**src/include/rfs_pkg.sv**
```systemverilog
// Functional notes
// - Power-good low through shutdown and soft-start.
// - Power-good low on any fault or disable.
// - Faults latch off; enable or reset restarts.
// - Overvoltage fault ignores enable toggle; reset only.
// - Core overcurrent: five times sense versus threshold/6.
// - Overcurrent acts only after 100 us persistence.
// - Short-circuit check at 2.25x trips immediately.
// - Northbridge overcurrent from low-side drop comparison.
// - Overcurrent shuts both regulators, tri-states, no retry.
// - Overvoltage faults at once, low-sides of offender on.
// - Low-sides on until release level, then off; repeat.
// - Overvoltage detection stays active while enabled.
// - Undervoltage for 205 us latches, drivers off.
// - Undervoltage is independent of overcurrent.
package rfs_pkg;

    localparam int unsigned CLK_FREQ_HZ  = 10_000_000;
    localparam int unsigned OC_QUAL_NS   = 100_000;
    localparam int unsigned UV_QUAL_NS   = 205_000;
    localparam int unsigned SS_TIME_NS   = 1_000_000;
    localparam int unsigned CLK_PERIOD_NS = 1_000_000_000 / CLK_FREQ_HZ;
    // Least times round up to whole cycles.
    localparam int unsigned OC_QUAL_CYC  = (OC_QUAL_NS + CLK_PERIOD_NS - 1) / CLK_PERIOD_NS;
    localparam int unsigned UV_QUAL_CYC  = (UV_QUAL_NS + CLK_PERIOD_NS - 1) / CLK_PERIOD_NS;
    localparam int unsigned SS_CYC       = (SS_TIME_NS + CLK_PERIOD_NS - 1) / CLK_PERIOD_NS;
    localparam int unsigned QCNT_W       = 12;
    localparam int unsigned N_OUT        = 2;
    localparam int unsigned CORE_IDX     = 0;
    localparam int unsigned NB_IDX       = 1;

    // Supervisor states, one-hot.
    typedef enum logic [4:0] {
        ST_OFF   = 5'h01,
        ST_SOFT  = 5'h02,
        ST_RUN   = 5'h04,
        ST_FAULT = 5'h08,
        ST_OVLCK = 5'h10
    } rfs_state_type;

    // Comparator results per output, synchronised inside the supervisor.
    typedef struct packed {
        logic oc;
        logic sc;
        logic ov;
        logic ov_rel;
        logic uv;
    } rfs_sense_type;

    // Gate-driver command per output.
    typedef struct packed {
        logic tristate;
        logic low_on;
        logic all_off;
    } rfs_drive_type;

endpackage
```
**src/hw/rfs_qual_timer.sv**
```systemverilog
`timescale 1ns/1ps
// Counts how long a condition has held and flags once it reaches the limit.
module rfs_qual_timer #(
    parameter int unsigned LIMIT = 16
) (
    input  wire logic sys_clk_i,
    input  wire logic resetn_i,
    input  wire logic ce_i,
    input  wire logic cond_i,
    output logic      expired_o
);
    import rfs_pkg::*;

    logic [QCNT_W-1:0] cnt_q;
    logic [QCNT_W-1:0] cnt_d;
    localparam logic [QCNT_W-1:0] LIM = QCNT_W'(LIMIT);

    // Restart whenever the condition drops out, saturate at the limit.
    always_comb begin
        if (!cond_i) begin
            cnt_d = '0;
        end else if (cnt_q != LIM) begin
            cnt_d = cnt_q + QCNT_W'(1);
        end else begin
            cnt_d = cnt_q;
        end
    end

    always_ff @(posedge sys_clk_i) begin
        if (!resetn_i) begin
            cnt_q <= '0;
        end else if (ce_i) begin
            cnt_q <= cnt_d;
        end
    end

    assign expired_o = cond_i && (cnt_q == LIM);

endmodule

```
**src/hw/rfs_supervisor.sv**
```systemverilog
`timescale 1ns/1ps
// Fault supervisor and power-good logic for the core and northbridge regulators.
module rfs_supervisor (
    input  wire logic                  sys_clk_i,
    input  wire logic                  resetn_i,
    input  wire logic                  ce_i,
    input  wire logic                  enable_i,
    input  wire logic                  por_i,
    input  wire rfs_pkg::rfs_sense_type core_sense_i,
    input  wire rfs_pkg::rfs_sense_type nb_sense_i,
    output logic                       power_good_out_o,
    output logic                       power_good_out_oe_o,
    output rfs_pkg::rfs_drive_type     core_drive_o,
    output rfs_pkg::rfs_drive_type     nb_drive_o,
    output logic                       soft_start_o,
    output logic                       oc_latched_o,
    output logic                       uv_latched_o,
    output logic                       ov_latched_o
);
    import rfs_pkg::*;

    // Two-stage synchronisers for every pin input; only stage two is read.
    localparam int unsigned NSYNC = 2 + 2 * 5;
    logic [NSYNC-1:0] pin_raw;
    logic [NSYNC-1:0] s1_q;
    logic [NSYNC-1:0] s2_q;
    assign pin_raw = {enable_i, por_i, core_sense_i, nb_sense_i};

    always_ff @(posedge sys_clk_i) begin
        if (!resetn_i) begin
            s1_q <= '0;
            s2_q <= '0;
        end else if (ce_i) begin
            s1_q <= pin_raw;
            s2_q <= s1_q;
        end
    end

    logic          en_s;
    logic          por_s;
    rfs_sense_type sn [N_OUT];
    assign en_s          = s2_q[NSYNC-1];
    assign por_s         = s2_q[NSYNC-2];
    assign sn[CORE_IDX]  = s2_q[9:5];
    assign sn[NB_IDX]    = s2_q[4:0];

    // Core oc comparator is 5*Vc versus threshold/6 and the nb comparator
    // is the low-side drop versus the reference drop; both arrive as oc.
    logic [N_OUT-1:0] oc_raw;
    logic [N_OUT-1:0] sc_raw;
    logic [N_OUT-1:0] ov_raw;
    logic [N_OUT-1:0] rel_raw;
    logic [N_OUT-1:0] uv_raw;
    genvar gi;
    generate
        for (gi = 0; gi < N_OUT; gi++) begin : g_cmp
            assign oc_raw[gi]  = sn[gi].oc;
            assign sc_raw[gi]  = sn[gi].sc;
            assign ov_raw[gi]  = sn[gi].ov;
            assign rel_raw[gi] = sn[gi].ov_rel;
            assign uv_raw[gi]  = sn[gi].uv;
        end
    endgenerate

    // The overcurrent timer qualifies in soft-start and run, the undervoltage timer in run only.
    rfs_state_type st_q;
    rfs_state_type st_d;
    logic          active;
    logic          oc_qual;
    logic          uv_qual;
    assign active = (st_q == ST_SOFT) || (st_q == ST_RUN);

    rfs_qual_timer #(
        .LIMIT (OC_QUAL_CYC)
    ) u_oc_timer (
        .sys_clk_i (sys_clk_i),
        .resetn_i  (resetn_i),
        .ce_i      (ce_i),
        .cond_i    (active && (|oc_raw)),
        .expired_o (oc_qual)
    );

    rfs_qual_timer #(
        .LIMIT (UV_QUAL_CYC)
    ) u_uv_timer (
        .sys_clk_i (sys_clk_i),
        .resetn_i  (resetn_i),
        .ce_i      (ce_i),
        .cond_i    ((st_q == ST_RUN) && (|uv_raw)),
        .expired_o (uv_qual)
    );

    // Fault latches, enable toggle detection and the soft-start counter.
    logic             en_prev_q;
    logic             en_prev_d;
    logic             oc_lat_q;
    logic             oc_lat_d;
    logic             uv_lat_q;
    logic             uv_lat_d;
    logic             ov_lat_q;
    logic             ov_lat_d;
    logic [N_OUT-1:0] clamp_q;
    logic [N_OUT-1:0] clamp_d;
    logic [19:0]      ss_cnt_q;
    logic [19:0]      ss_cnt_d;
    logic             en_rise;
    logic             oc_trip;
    logic             enabled;
    localparam logic [19:0] SS_LAST = 20'(SS_CYC - 1);

    assign enabled = en_s && !por_s;
    assign en_rise = en_s && !en_prev_q;
    assign oc_trip = active && ((|sc_raw) || oc_qual);

    // One next-state process for the whole supervisor.
    always_comb begin
        st_d      = st_q;
        en_prev_d = en_s;
        oc_lat_d  = oc_lat_q;
        uv_lat_d  = uv_lat_q;
        ov_lat_d  = ov_lat_q;
        clamp_d   = clamp_q;
        ss_cnt_d  = ss_cnt_q;
        // Overvoltage clamp per output runs in every enabled state.
        for (int i = 0; i < N_OUT; i++) begin
            if (!enabled) begin
                clamp_d[i] = 1'b0;
            end else if (ov_raw[i]) begin
                clamp_d[i] = 1'b1;
            end else if (rel_raw[i]) begin
                clamp_d[i] = 1'b0;
            end
        end
        if (enabled && (|ov_raw)) begin
            ov_lat_d = 1'b1;
        end
        case (st_q)
            ST_OFF: begin
                ss_cnt_d = '0;
                if (enabled && !ov_lat_q) begin
                    st_d = ST_SOFT;
                end
            end
            ST_SOFT, ST_RUN: begin
                if (st_q == ST_SOFT) begin
                    ss_cnt_d = ss_cnt_q + 20'h00001;
                    if (ss_cnt_q == SS_LAST) begin
                        st_d = ST_RUN;
                    end
                end
                if (!enabled) begin
                    st_d = ST_OFF;
                end else if (|ov_raw) begin
                    st_d = ST_OVLCK;
                end else if (oc_trip) begin
                    oc_lat_d = 1'b1;
                    st_d     = ST_FAULT;
                end else if (uv_qual) begin
                    uv_lat_d = 1'b1;
                    st_d     = ST_FAULT;
                end
            end
            ST_FAULT: begin
                if (|ov_raw) begin
                    st_d = ST_OVLCK;
                end else if (en_rise) begin
                    oc_lat_d = 1'b0;
                    uv_lat_d = 1'b0;
                    ss_cnt_d = '0;
                    st_d     = ST_SOFT;
                end
            end
            ST_OVLCK: begin
                // Only a power-on reset or block reset leaves this state.
                st_d = ST_OVLCK;
            end
            default: begin
                st_d = ST_OFF;
            end
        endcase
        if (por_s) begin
            // Supply reset clears every latch, overvoltage included.
            st_d     = ST_OFF;
            oc_lat_d = 1'b0;
            uv_lat_d = 1'b0;
            ov_lat_d = 1'b0;
        end
    end

    always_ff @(posedge sys_clk_i) begin
        if (!resetn_i) begin
            st_q      <= ST_OFF;
            en_prev_q <= 1'b0;
            oc_lat_q  <= 1'b0;
            uv_lat_q  <= 1'b0;
            ov_lat_q  <= 1'b0;
            clamp_q   <= '0;
            ss_cnt_q  <= '0;
        end else if (ce_i) begin
            st_q      <= st_d;
            en_prev_q <= en_prev_d;
            oc_lat_q  <= oc_lat_d;
            uv_lat_q  <= uv_lat_d;
            ov_lat_q  <= ov_lat_d;
            clamp_q   <= clamp_d;
            ss_cnt_q  <= ss_cnt_d;
        end
    end

    // Outputs: power-good released only in run, enabled, with no ov, oc or uv sense and no clamp.
    logic          pg_release;
    rfs_drive_type drv [N_OUT];
    assign pg_release = (st_q == ST_RUN) && enabled && !(|ov_raw)
                        && !(|oc_raw) && !(|uv_raw) && !(|clamp_q);
    assign power_good_out_o    = 1'b0;
    assign power_good_out_oe_o = !pg_release;

    generate
        for (gi = 0; gi < N_OUT; gi++) begin : g_drv
            always_comb begin
                drv[gi] = '0;
                if (clamp_q[gi]) begin
                    drv[gi].low_on = 1'b1;
                end else if ((st_q == ST_FAULT) && oc_lat_q) begin
                    drv[gi].tristate = 1'b1;
                end else if (!active) begin
                    drv[gi].all_off = 1'b1;
                end
            end
        end
    endgenerate

    assign core_drive_o  = drv[CORE_IDX];
    assign nb_drive_o    = drv[NB_IDX];
    assign soft_start_o  = (st_q == ST_SOFT);
    assign oc_latched_o  = oc_lat_q;
    assign uv_latched_o  = uv_lat_q;
    assign ov_latched_o  = ov_lat_q;

    // Assertions.
    ov_lock_hold_a: assert property (@(posedge sys_clk_i) disable iff (!resetn_i)
        (ce_i && st_q == ST_OVLCK && !por_s) |=> st_q == ST_OVLCK)
        else $error("overvoltage lock left without supply reset");
    pg_softstart_a: assert property (@(posedge sys_clk_i) disable iff (!resetn_i)
        st_q != ST_RUN |-> power_good_out_oe_o)
        else $error("power good released outside run");
    pg_disable_a: assert property (@(posedge sys_clk_i) disable iff (!resetn_i)
        (!en_s || por_s) |-> power_good_out_oe_o)
        else $error("power good released while disabled");
    fault_latch_a: assert property (@(posedge sys_clk_i) disable iff (!resetn_i)
        (ce_i && st_q == ST_FAULT && !en_rise && !(|ov_raw) && !por_s) |=> st_q == ST_FAULT)
        else $error("fault state left without enable toggle");
    sc_fast_a: assert property (@(posedge sys_clk_i) disable iff (!resetn_i)
        (ce_i && st_q == ST_RUN && enabled && !(|ov_raw) && (|sc_raw)) |=> st_q == ST_FAULT && oc_lat_q)
        else $error("short circuit not acted on at once");
    oc_tristate_a: assert property (@(posedge sys_clk_i) disable iff (!resetn_i)
        (st_q == ST_FAULT && oc_lat_q && !(|clamp_q)) |-> core_drive_o.tristate && nb_drive_o.tristate)
        else $error("drivers not tri-stated after overcurrent");
    ov_clamp_a: assert property (@(posedge sys_clk_i) disable iff (!resetn_i)
        (ce_i && enabled && ov_raw[CORE_IDX]) |=> core_drive_o.low_on)
        else $error("low side not clamped on overvoltage");
    ov_release_a: assert property (@(posedge sys_clk_i) disable iff (!resetn_i)
        (ce_i && clamp_q[NB_IDX] && !ov_raw[NB_IDX] && rel_raw[NB_IDX]) |=> !nb_drive_o.low_on)
        else $error("clamp kept past release level");
    oc_short_a: assert property (@(posedge sys_clk_i) disable iff (!resetn_i)
        (ce_i && st_q == ST_RUN && !(|sc_raw) && $rose(|oc_raw)) |=> !oc_lat_q)
        else $error("overcurrent acted on without qualification");

    softstart_c: cover property (@(posedge sys_clk_i) st_q == ST_SOFT ##1 st_q == ST_RUN);
    oc_fault_c:  cover property (@(posedge sys_clk_i) st_q == ST_RUN ##1 st_q == ST_FAULT && oc_lat_q);
    uv_fault_c:  cover property (@(posedge sys_clk_i) st_q == ST_RUN ##1 st_q == ST_FAULT && uv_lat_q);
    ov_lock_c:   cover property (@(posedge sys_clk_i) st_q == ST_OVLCK && |clamp_q);

endmodule

```
**config.mk**
```make
export PLATFORM = sky130hd
export DESIGN_NAME = rfs_supervisor
export DESIGN_NICKNAME = d
export VERILOG_FILES = /design/src/include/rfs_pkg.sv /design/src/hw/rfs_qual_timer.sv /design/src/hw/rfs_supervisor.sv
export SDC_FILE = /design/constraint.sdc
export NUM_CORES = 1
export LEC_CHECK = 0
export ABC_AREA = 1
export BUFFER_PORTS_ARGS = -buffer_cell sky130_fd_sc_hd__buf_2
export CAP_MARGIN = 20
export CORE_MARGIN = 2
export CORE_UTILIZATION = 26
export DETAILED_ROUTE_END_ITERATION = 12
export PLACE_DENSITY = 0.39
export RECOVER_POWER = 50
export SLEW_MARGIN = 20
export SYNTH_ARGS = -nofsm -noshare
export SYNTH_HDL_FRONTEND = slang
export SYNTH_HIERARCHICAL = 1
export SYNTH_SLANG_ARGS = --single-unit
```
**constraint.sdc**
```tcl
create_clock -name sys_clk_i -period 4.9 [get_ports sys_clk_i]
set_input_delay 0.49 -clock sys_clk_i [delete_from_list [all_inputs] [get_ports sys_clk_i]]
set_output_delay 0.49 -clock sys_clk_i [all_outputs]
set_load 0.05 [all_outputs]
```
# == Yosys cells after proc, flatten, opt, wreduce, memory -nomap -nowiden ==
# Cells that the tools add are included.
# classes
add_sub_neg,3
mul,0
div,0
n_lt_le_gt_ge,0
eq_ne,28
shift,0
muxes,49
bitwise_logic,0
reduce_logical,43
# op_table
cell,n
$mux 20,3
$pmux 20 s3,1
$mux 5,10
$mux 12,4
$mux 1,28
$ne 3x3->1 const B,9
$add 12x1->12 const B,2
$add 20x1->20 const B,1
$eq 20x14->1 const B,1
$pmux 5 s4,1
$logic_and 1x1->1,15
$ne 7x6->1 const B,2
$eq 12x10->1 const B,1
$eq 12x12->1 const B,1
$ne 12x10->1 const B,1
$ne 12x12->1 const B,1
$reduce_or 2->1,6
$ne 2x2->1 const B,5
$reduce_and 2->1,5
$reduce_and 5->1,2
$logic_not 1->1,8
$reduce_and 8->1,1
$reduce_and 7->1,1
$reduce_bool 3->1,2
other kinds (10),12
# totals
reg_bits,79
latch_bits,0
mem_bits_rw,0
rom_bits,0
in_bits,15
out_inout_bits,12
word_cells,135
mem_count,0

# == Longest topological paths before layout ==
# logic_depth
depth_word,11
depth_mapped,19
mapped_depth_nobuf,18

# == By module ==
# Netlist, hierarchy kept.
# by_module_without_submodules
mod,n_inst,cells_per_inst,area_per_inst_um2,seq_area_each_um2
rfs_supervisor,1,431,2964.1,1101.1
rfs_qual_timer at u_uv_timer,1,137,813.3,240.2
rfs_qual_timer at u_oc_timer,1,118,767.0,240.2

# == Worst setup path after synthesis ==
# Ideal clock, no wire load.
# synth_path
path_kind,register -> register
from,register st_q[1]
to,register st_q[1]
setup_ns,0.115
t_arrival_ns,2.146
t_required_ns,4.785
path_slack_ns,2.639
stages_incl_launch_ff,20
n_path_buf,1
period_less_slack_ns,2.261
path_cell_list,dfxtp_1 > inv_1 > nor2_2 > nand3_2 > nand2_1 > inv_1 > buf_6 > nor2_1 > nand2_1 > nor2_2 > and3_1 > nor3_1 > nand2_1 > a21oi_1 > nand2_1 > nand2_1 > nand2_2 > nand3_1 > nand2_1 > nor2_1
# synth_between
elab_chain_cells,11
elab_cells_between_ends,24
classes_between,eq/ne: 9; mux: 6; reduce/logical: 9
# synth_rtl
element,line,text
start: declaration,rfs_supervisor.sv:66,rfs_state_type st_q;
start signal: assignment,rfs_supervisor.sv:200,st_q <= st_d;
$eq 5x2->1 / $eq 5x3->1 (equally long branches),rfs_supervisor.sv:71,assign active = (st_q == ST_SOFT) || (st_q == ST_RUN);
$logic_or 1x1->1 *,rfs_supervisor.sv:71,
$logic_and 1x1->1 *,rfs_supervisor.sv:79,".cond_i (active && (|oc_raw)),"
$logic_and 1x1->1 *,rfs_qual_timer.sv:37,assign expired_o = cond_i && (cnt_q == LIM);
named net oc_qual,rfs_supervisor.sv:69,logic oc_qual;
$logic_or 1x1->1 *,rfs_supervisor.sv:113,assign oc_trip = active && ((|sc_raw) || oc_qual);
$logic_and 1x1->1 *,rfs_supervisor.sv:113,
$mux 5,rfs_supervisor.sv:155,end else if (oc_trip) begin
$mux 5,rfs_supervisor.sv:153,end else if (|ov_raw) begin
$mux 5,rfs_supervisor.sv:151,if (!enabled) begin
$pmux 5 s4,rfs_supervisor.sv:137,case (st_q)
$mux 5,rfs_supervisor.sv:181,if (por_s) begin
# Mark *: on every way through the listed nets, which the timed path passes. The rest lies on a longest branch.
# A chain may end at the register's enable or synchronous reset.

# == Worst setup path in the final report ==
# layout_path
from,register st_q[2]
to,register st_q[0]
# The elaborated chain is that of the path after synthesis.

==> run_results.csv <==
group,metric,value,unit
layout,area_growth,13.1,%
floorplan,fp.dieH,136,um
worst_hold_path,holdPathEnd,"s1_q[2]",
setup_path,crit_arrival,3520,ps
sta,period_needed,3340,ps
setup_path,r2r_end,"st_q[0]",
synthesis,synthFlopType,"dfxtp_1",
setup_path,rr_worst_depth,16,
global_routing,grt_max_degree,39,
floorplan,die_w,136,um
synthesis,synth.cell_area,4540,um^2
floorplan,die_area,18600,um^2
route,via_per_inst,4.58,
global_routing,grt_overflow,0,
worst_hold_path,holdPathStages,3,
route,avgRoutedWirePerCell,12.6,um
synthesis,synth_compound_area_frac,0.130,
route,antenna_left,0,
placed_design,hpwl,8490,um
synthesis,synth-seq-cells,79,
sta,fmax,300,MHz
setup_path,cp-start-kind,"register",
sta,relSlewSlack,0.271,
clocking,holdBufCountCts,0,
synthesis,synth_top_family_by_area,"simple AND/OR/NAND/NOR gates",
setup_path,crit_required,5090,ps
placed_design,io_buffers,25,
flow_run,maxCapViolCount,0,
synthesis,synth.distinct_cells,43,
power_and_ir_drop,total_power,1.69,mW
placed_design,gp_congestion,0.848,
layout,fillers,1922,
clocking,cts_root_buf,"clkbuf_16",
power_and_ir_drop,power_density,329,nW/um^2
sta,slew_viol_final,0,
synthesis,synth_fa_ha_area_frac,0.0138,
worst_hold_path,hold_class,"in -> reg",
floorplan,initial_core_util,0.265,
global_routing,grt_pass1_wl,20000,um
sta,finalSetupViolations,0,
setup_path,crit_path_end_kind,"register",
layout,nets,728,
clocking,cts_num_sinks,79,
floorplan,io_pins,27,
clocking,path_clk_slew,60,ps
synthesis,async_flop_share,0,
clocking,post_cts_buffers,0,
global_routing,antenna_found_initial,0,
sta,post-route-period-util,0.681,
global_routing,grt_pass1_vias,4073,
global_routing,grtUsageTotal,0.136,
route,drt-initial-drc-count,217,
synthesis,avgSynthCellArea,6.62,um^2
clocking,clk_path_buf_depth,2,
synthesis,synth.area.mux_share,0,
clocking,numCtsBuffers,9,
power_and_ir_drop,p_leak,1.99,nW
floorplan,rows,48,
synthesis,synth_edf_count,0,
clocking,clk_latency,340,ps
synthesis,syn_nets,706,
synthesis,synth_xor_area_frac,0.0154,
sta,hold_viol_final,0,
setup_path,r2r_slack,1560,ps
synthesis,netlist_instances,686,
route,firstDrtPassIters,4,
clocking,tritoncts,"done",
worst_hold_path,worstHoldStart,"nb_sense_i[2]",
sta,worst_pin_slew,1090,ps
floorplan,coreArea,17200,um^2
route,drt_wl_total,11800,um
synthesis,ys_seq_area_frac,0.348,
synthesis,synth_warnings,6,
sta,fin_tns_setup,0,ps
clocking,htreeDepth,3,
route,drc_errors,0,
layout,drive_gt1_frac,0.123,
power_and_ir_drop,ir_worst_vdd,0.180,mV
sta,clock_skew,8.04,ps
setup_path,timing.rr.start,"st_q[2]",
setup_path,worstPathMaxFanout,11,
setup_path,criticalPathCategory,"reg -> reg",
synthesis,synth-simple-area-share,0.405,
outcome,status,"finished, final reports clean",
layout,antenna_cells,0,
route,vias,4300,
clocking,ctsResizeCount,0,
sta,rsz0062_at_grt,"no",
[cell families after synthesis]
family,after synthesis
compound gates,109
xor+xnor,8
fa+ha+maj,5
buf+inv,94
flops,79
other cells,1
simple gates,390
[worst max-delay path, stage by stage (launching register included)]
cell and delay (ps):
dfxtp_1 400, nor2_2 80, nand3_1 200, nand2_1 310
inv_1 490, nor2_1 230, nand2_1 130, nor2_2 60
and3_1 150, nor3_1 410, nand2_1 130, a21oi_1 140
nand2_1 60, nand2_1 60, nand2_2 120, nand3_1 110
nand3_1 70
[metrics by stage]
step           instances  worst slack (ps)  instance area [um^2]  hold slack, ps  utilization
2_1_floorplan        686              2640                  4540             429            -
3_3_place_gp         922              1720                  4870             459        0.283
3_5_place_dp         922              1670                  4870             464        0.283
4_1_cts              938              1660                  5180             352        0.302
5_1_grt              938              1120                  5140             367        0.299
6_report             938              1560                  5140             367        0.299
[layout by cell type, fill, tap and decap left out, types with 7 or more instances in the layout]
cell type	netlist	routed
o21ai_0	47	48
nand3_1	50	51
xor2_1	7	7
clkbuf_1	8	8
dfxtp_1	79	79
clkbuf_16	0	9
a21oi_1	43	44
buf_2	2	18
o21ai_1	8	7
nand4_1	13	14
nor2_2	15	15
inv_1	63	63
nor3_1	10	10
nand2_1	147	149
nor2_1	124	124
inv_2	13	13
[flip-flops by register name (all words and copies together), names as in the netlist, 2 cells and up]
name / flops
clamp_q: 2
s1_q: 12
s2_q: 12
ss_cnt_q: 20
st_q: 5
u_oc_timer/cnt_q: 12
u_uv_timer/cnt_q: 12
[power by group]
part	total (mW)	switching, mW	leakage (nW)	internal (mW)
Sequential	0.698	0.0257	0.644	0.672
Clock	0.713	0.286	0.156	0.427
Combinational	0.282	0.205	1.19	0.0767
[Yosys cell counts, types with 2 or more instances]
master      n  area [um^2]
a211oi_1    3         22.5
a21oi_1    43          215
a21oi_2     2         17.5
and3_1      2         12.5
buf_2       2         10.0
buf_4       3         22.5
buf_6       2         22.5
clkbuf_1    8         30.0
dfxtp_1    79         1580
ha_1        5         62.6
inv_1      63          236
inv_2      13         48.8
nand2_1   147          552
nand2_4     7         78.8
nand3_1    50          250
nand3_2     6         60.1
nand3_4     3         52.6
nand3b_1    3         22.5
nand4_1    13         81.3
nand4_2     2         25.0
nor2_1    124          465
nor2_2     15         93.8
nor2_4      2         22.5
nor2_8      2         40.0
nor3_1     10         50.1
o21ai_0    47          235
o21ai_1     8         40.0
xor2_1      7         61.3
[worst max path at each step]
stage          cells past startpoint     from  endpoint
2_1_floorplan                     19  st_q[1]   st_q[1]
3_3_place_gp                      16  st_q[0]   st_q[4]
3_5_place_dp                      16  st_q[0]   st_q[3]
4_1_cts                           16  st_q[2]   st_q[3]
5_1_grt                           18  st_q[1]   st_q[3]
6_report                          16  st_q[2]   st_q[0]
[metal layers]
metal  vias to the layer above  track usage  share of wire
met4                         0       0.0382          0.014
li1                       2259            -              -
met2                        53        0.211           0.44
met3                        11       0.0362          0.034
met1                      1977        0.186           0.51
met5                         -            0              0
[cell type report]
type / instances / area [um^2] / share of cell area
inverters: 78 / 295 / 0.0574
well taps: 225 / 282 / 0.0548
flip-flops and latches: 79 / 1580 / 0.308
multi-input cells: 513 / 2540 / 0.494
clock inverters: 5 / 65.1 / 0.0127
clock buffers: 11 / 253 / 0.0492
repair buffers: 27 / 128 / 0.0248
Note: power is estimated with default switching activity, not from simulation.
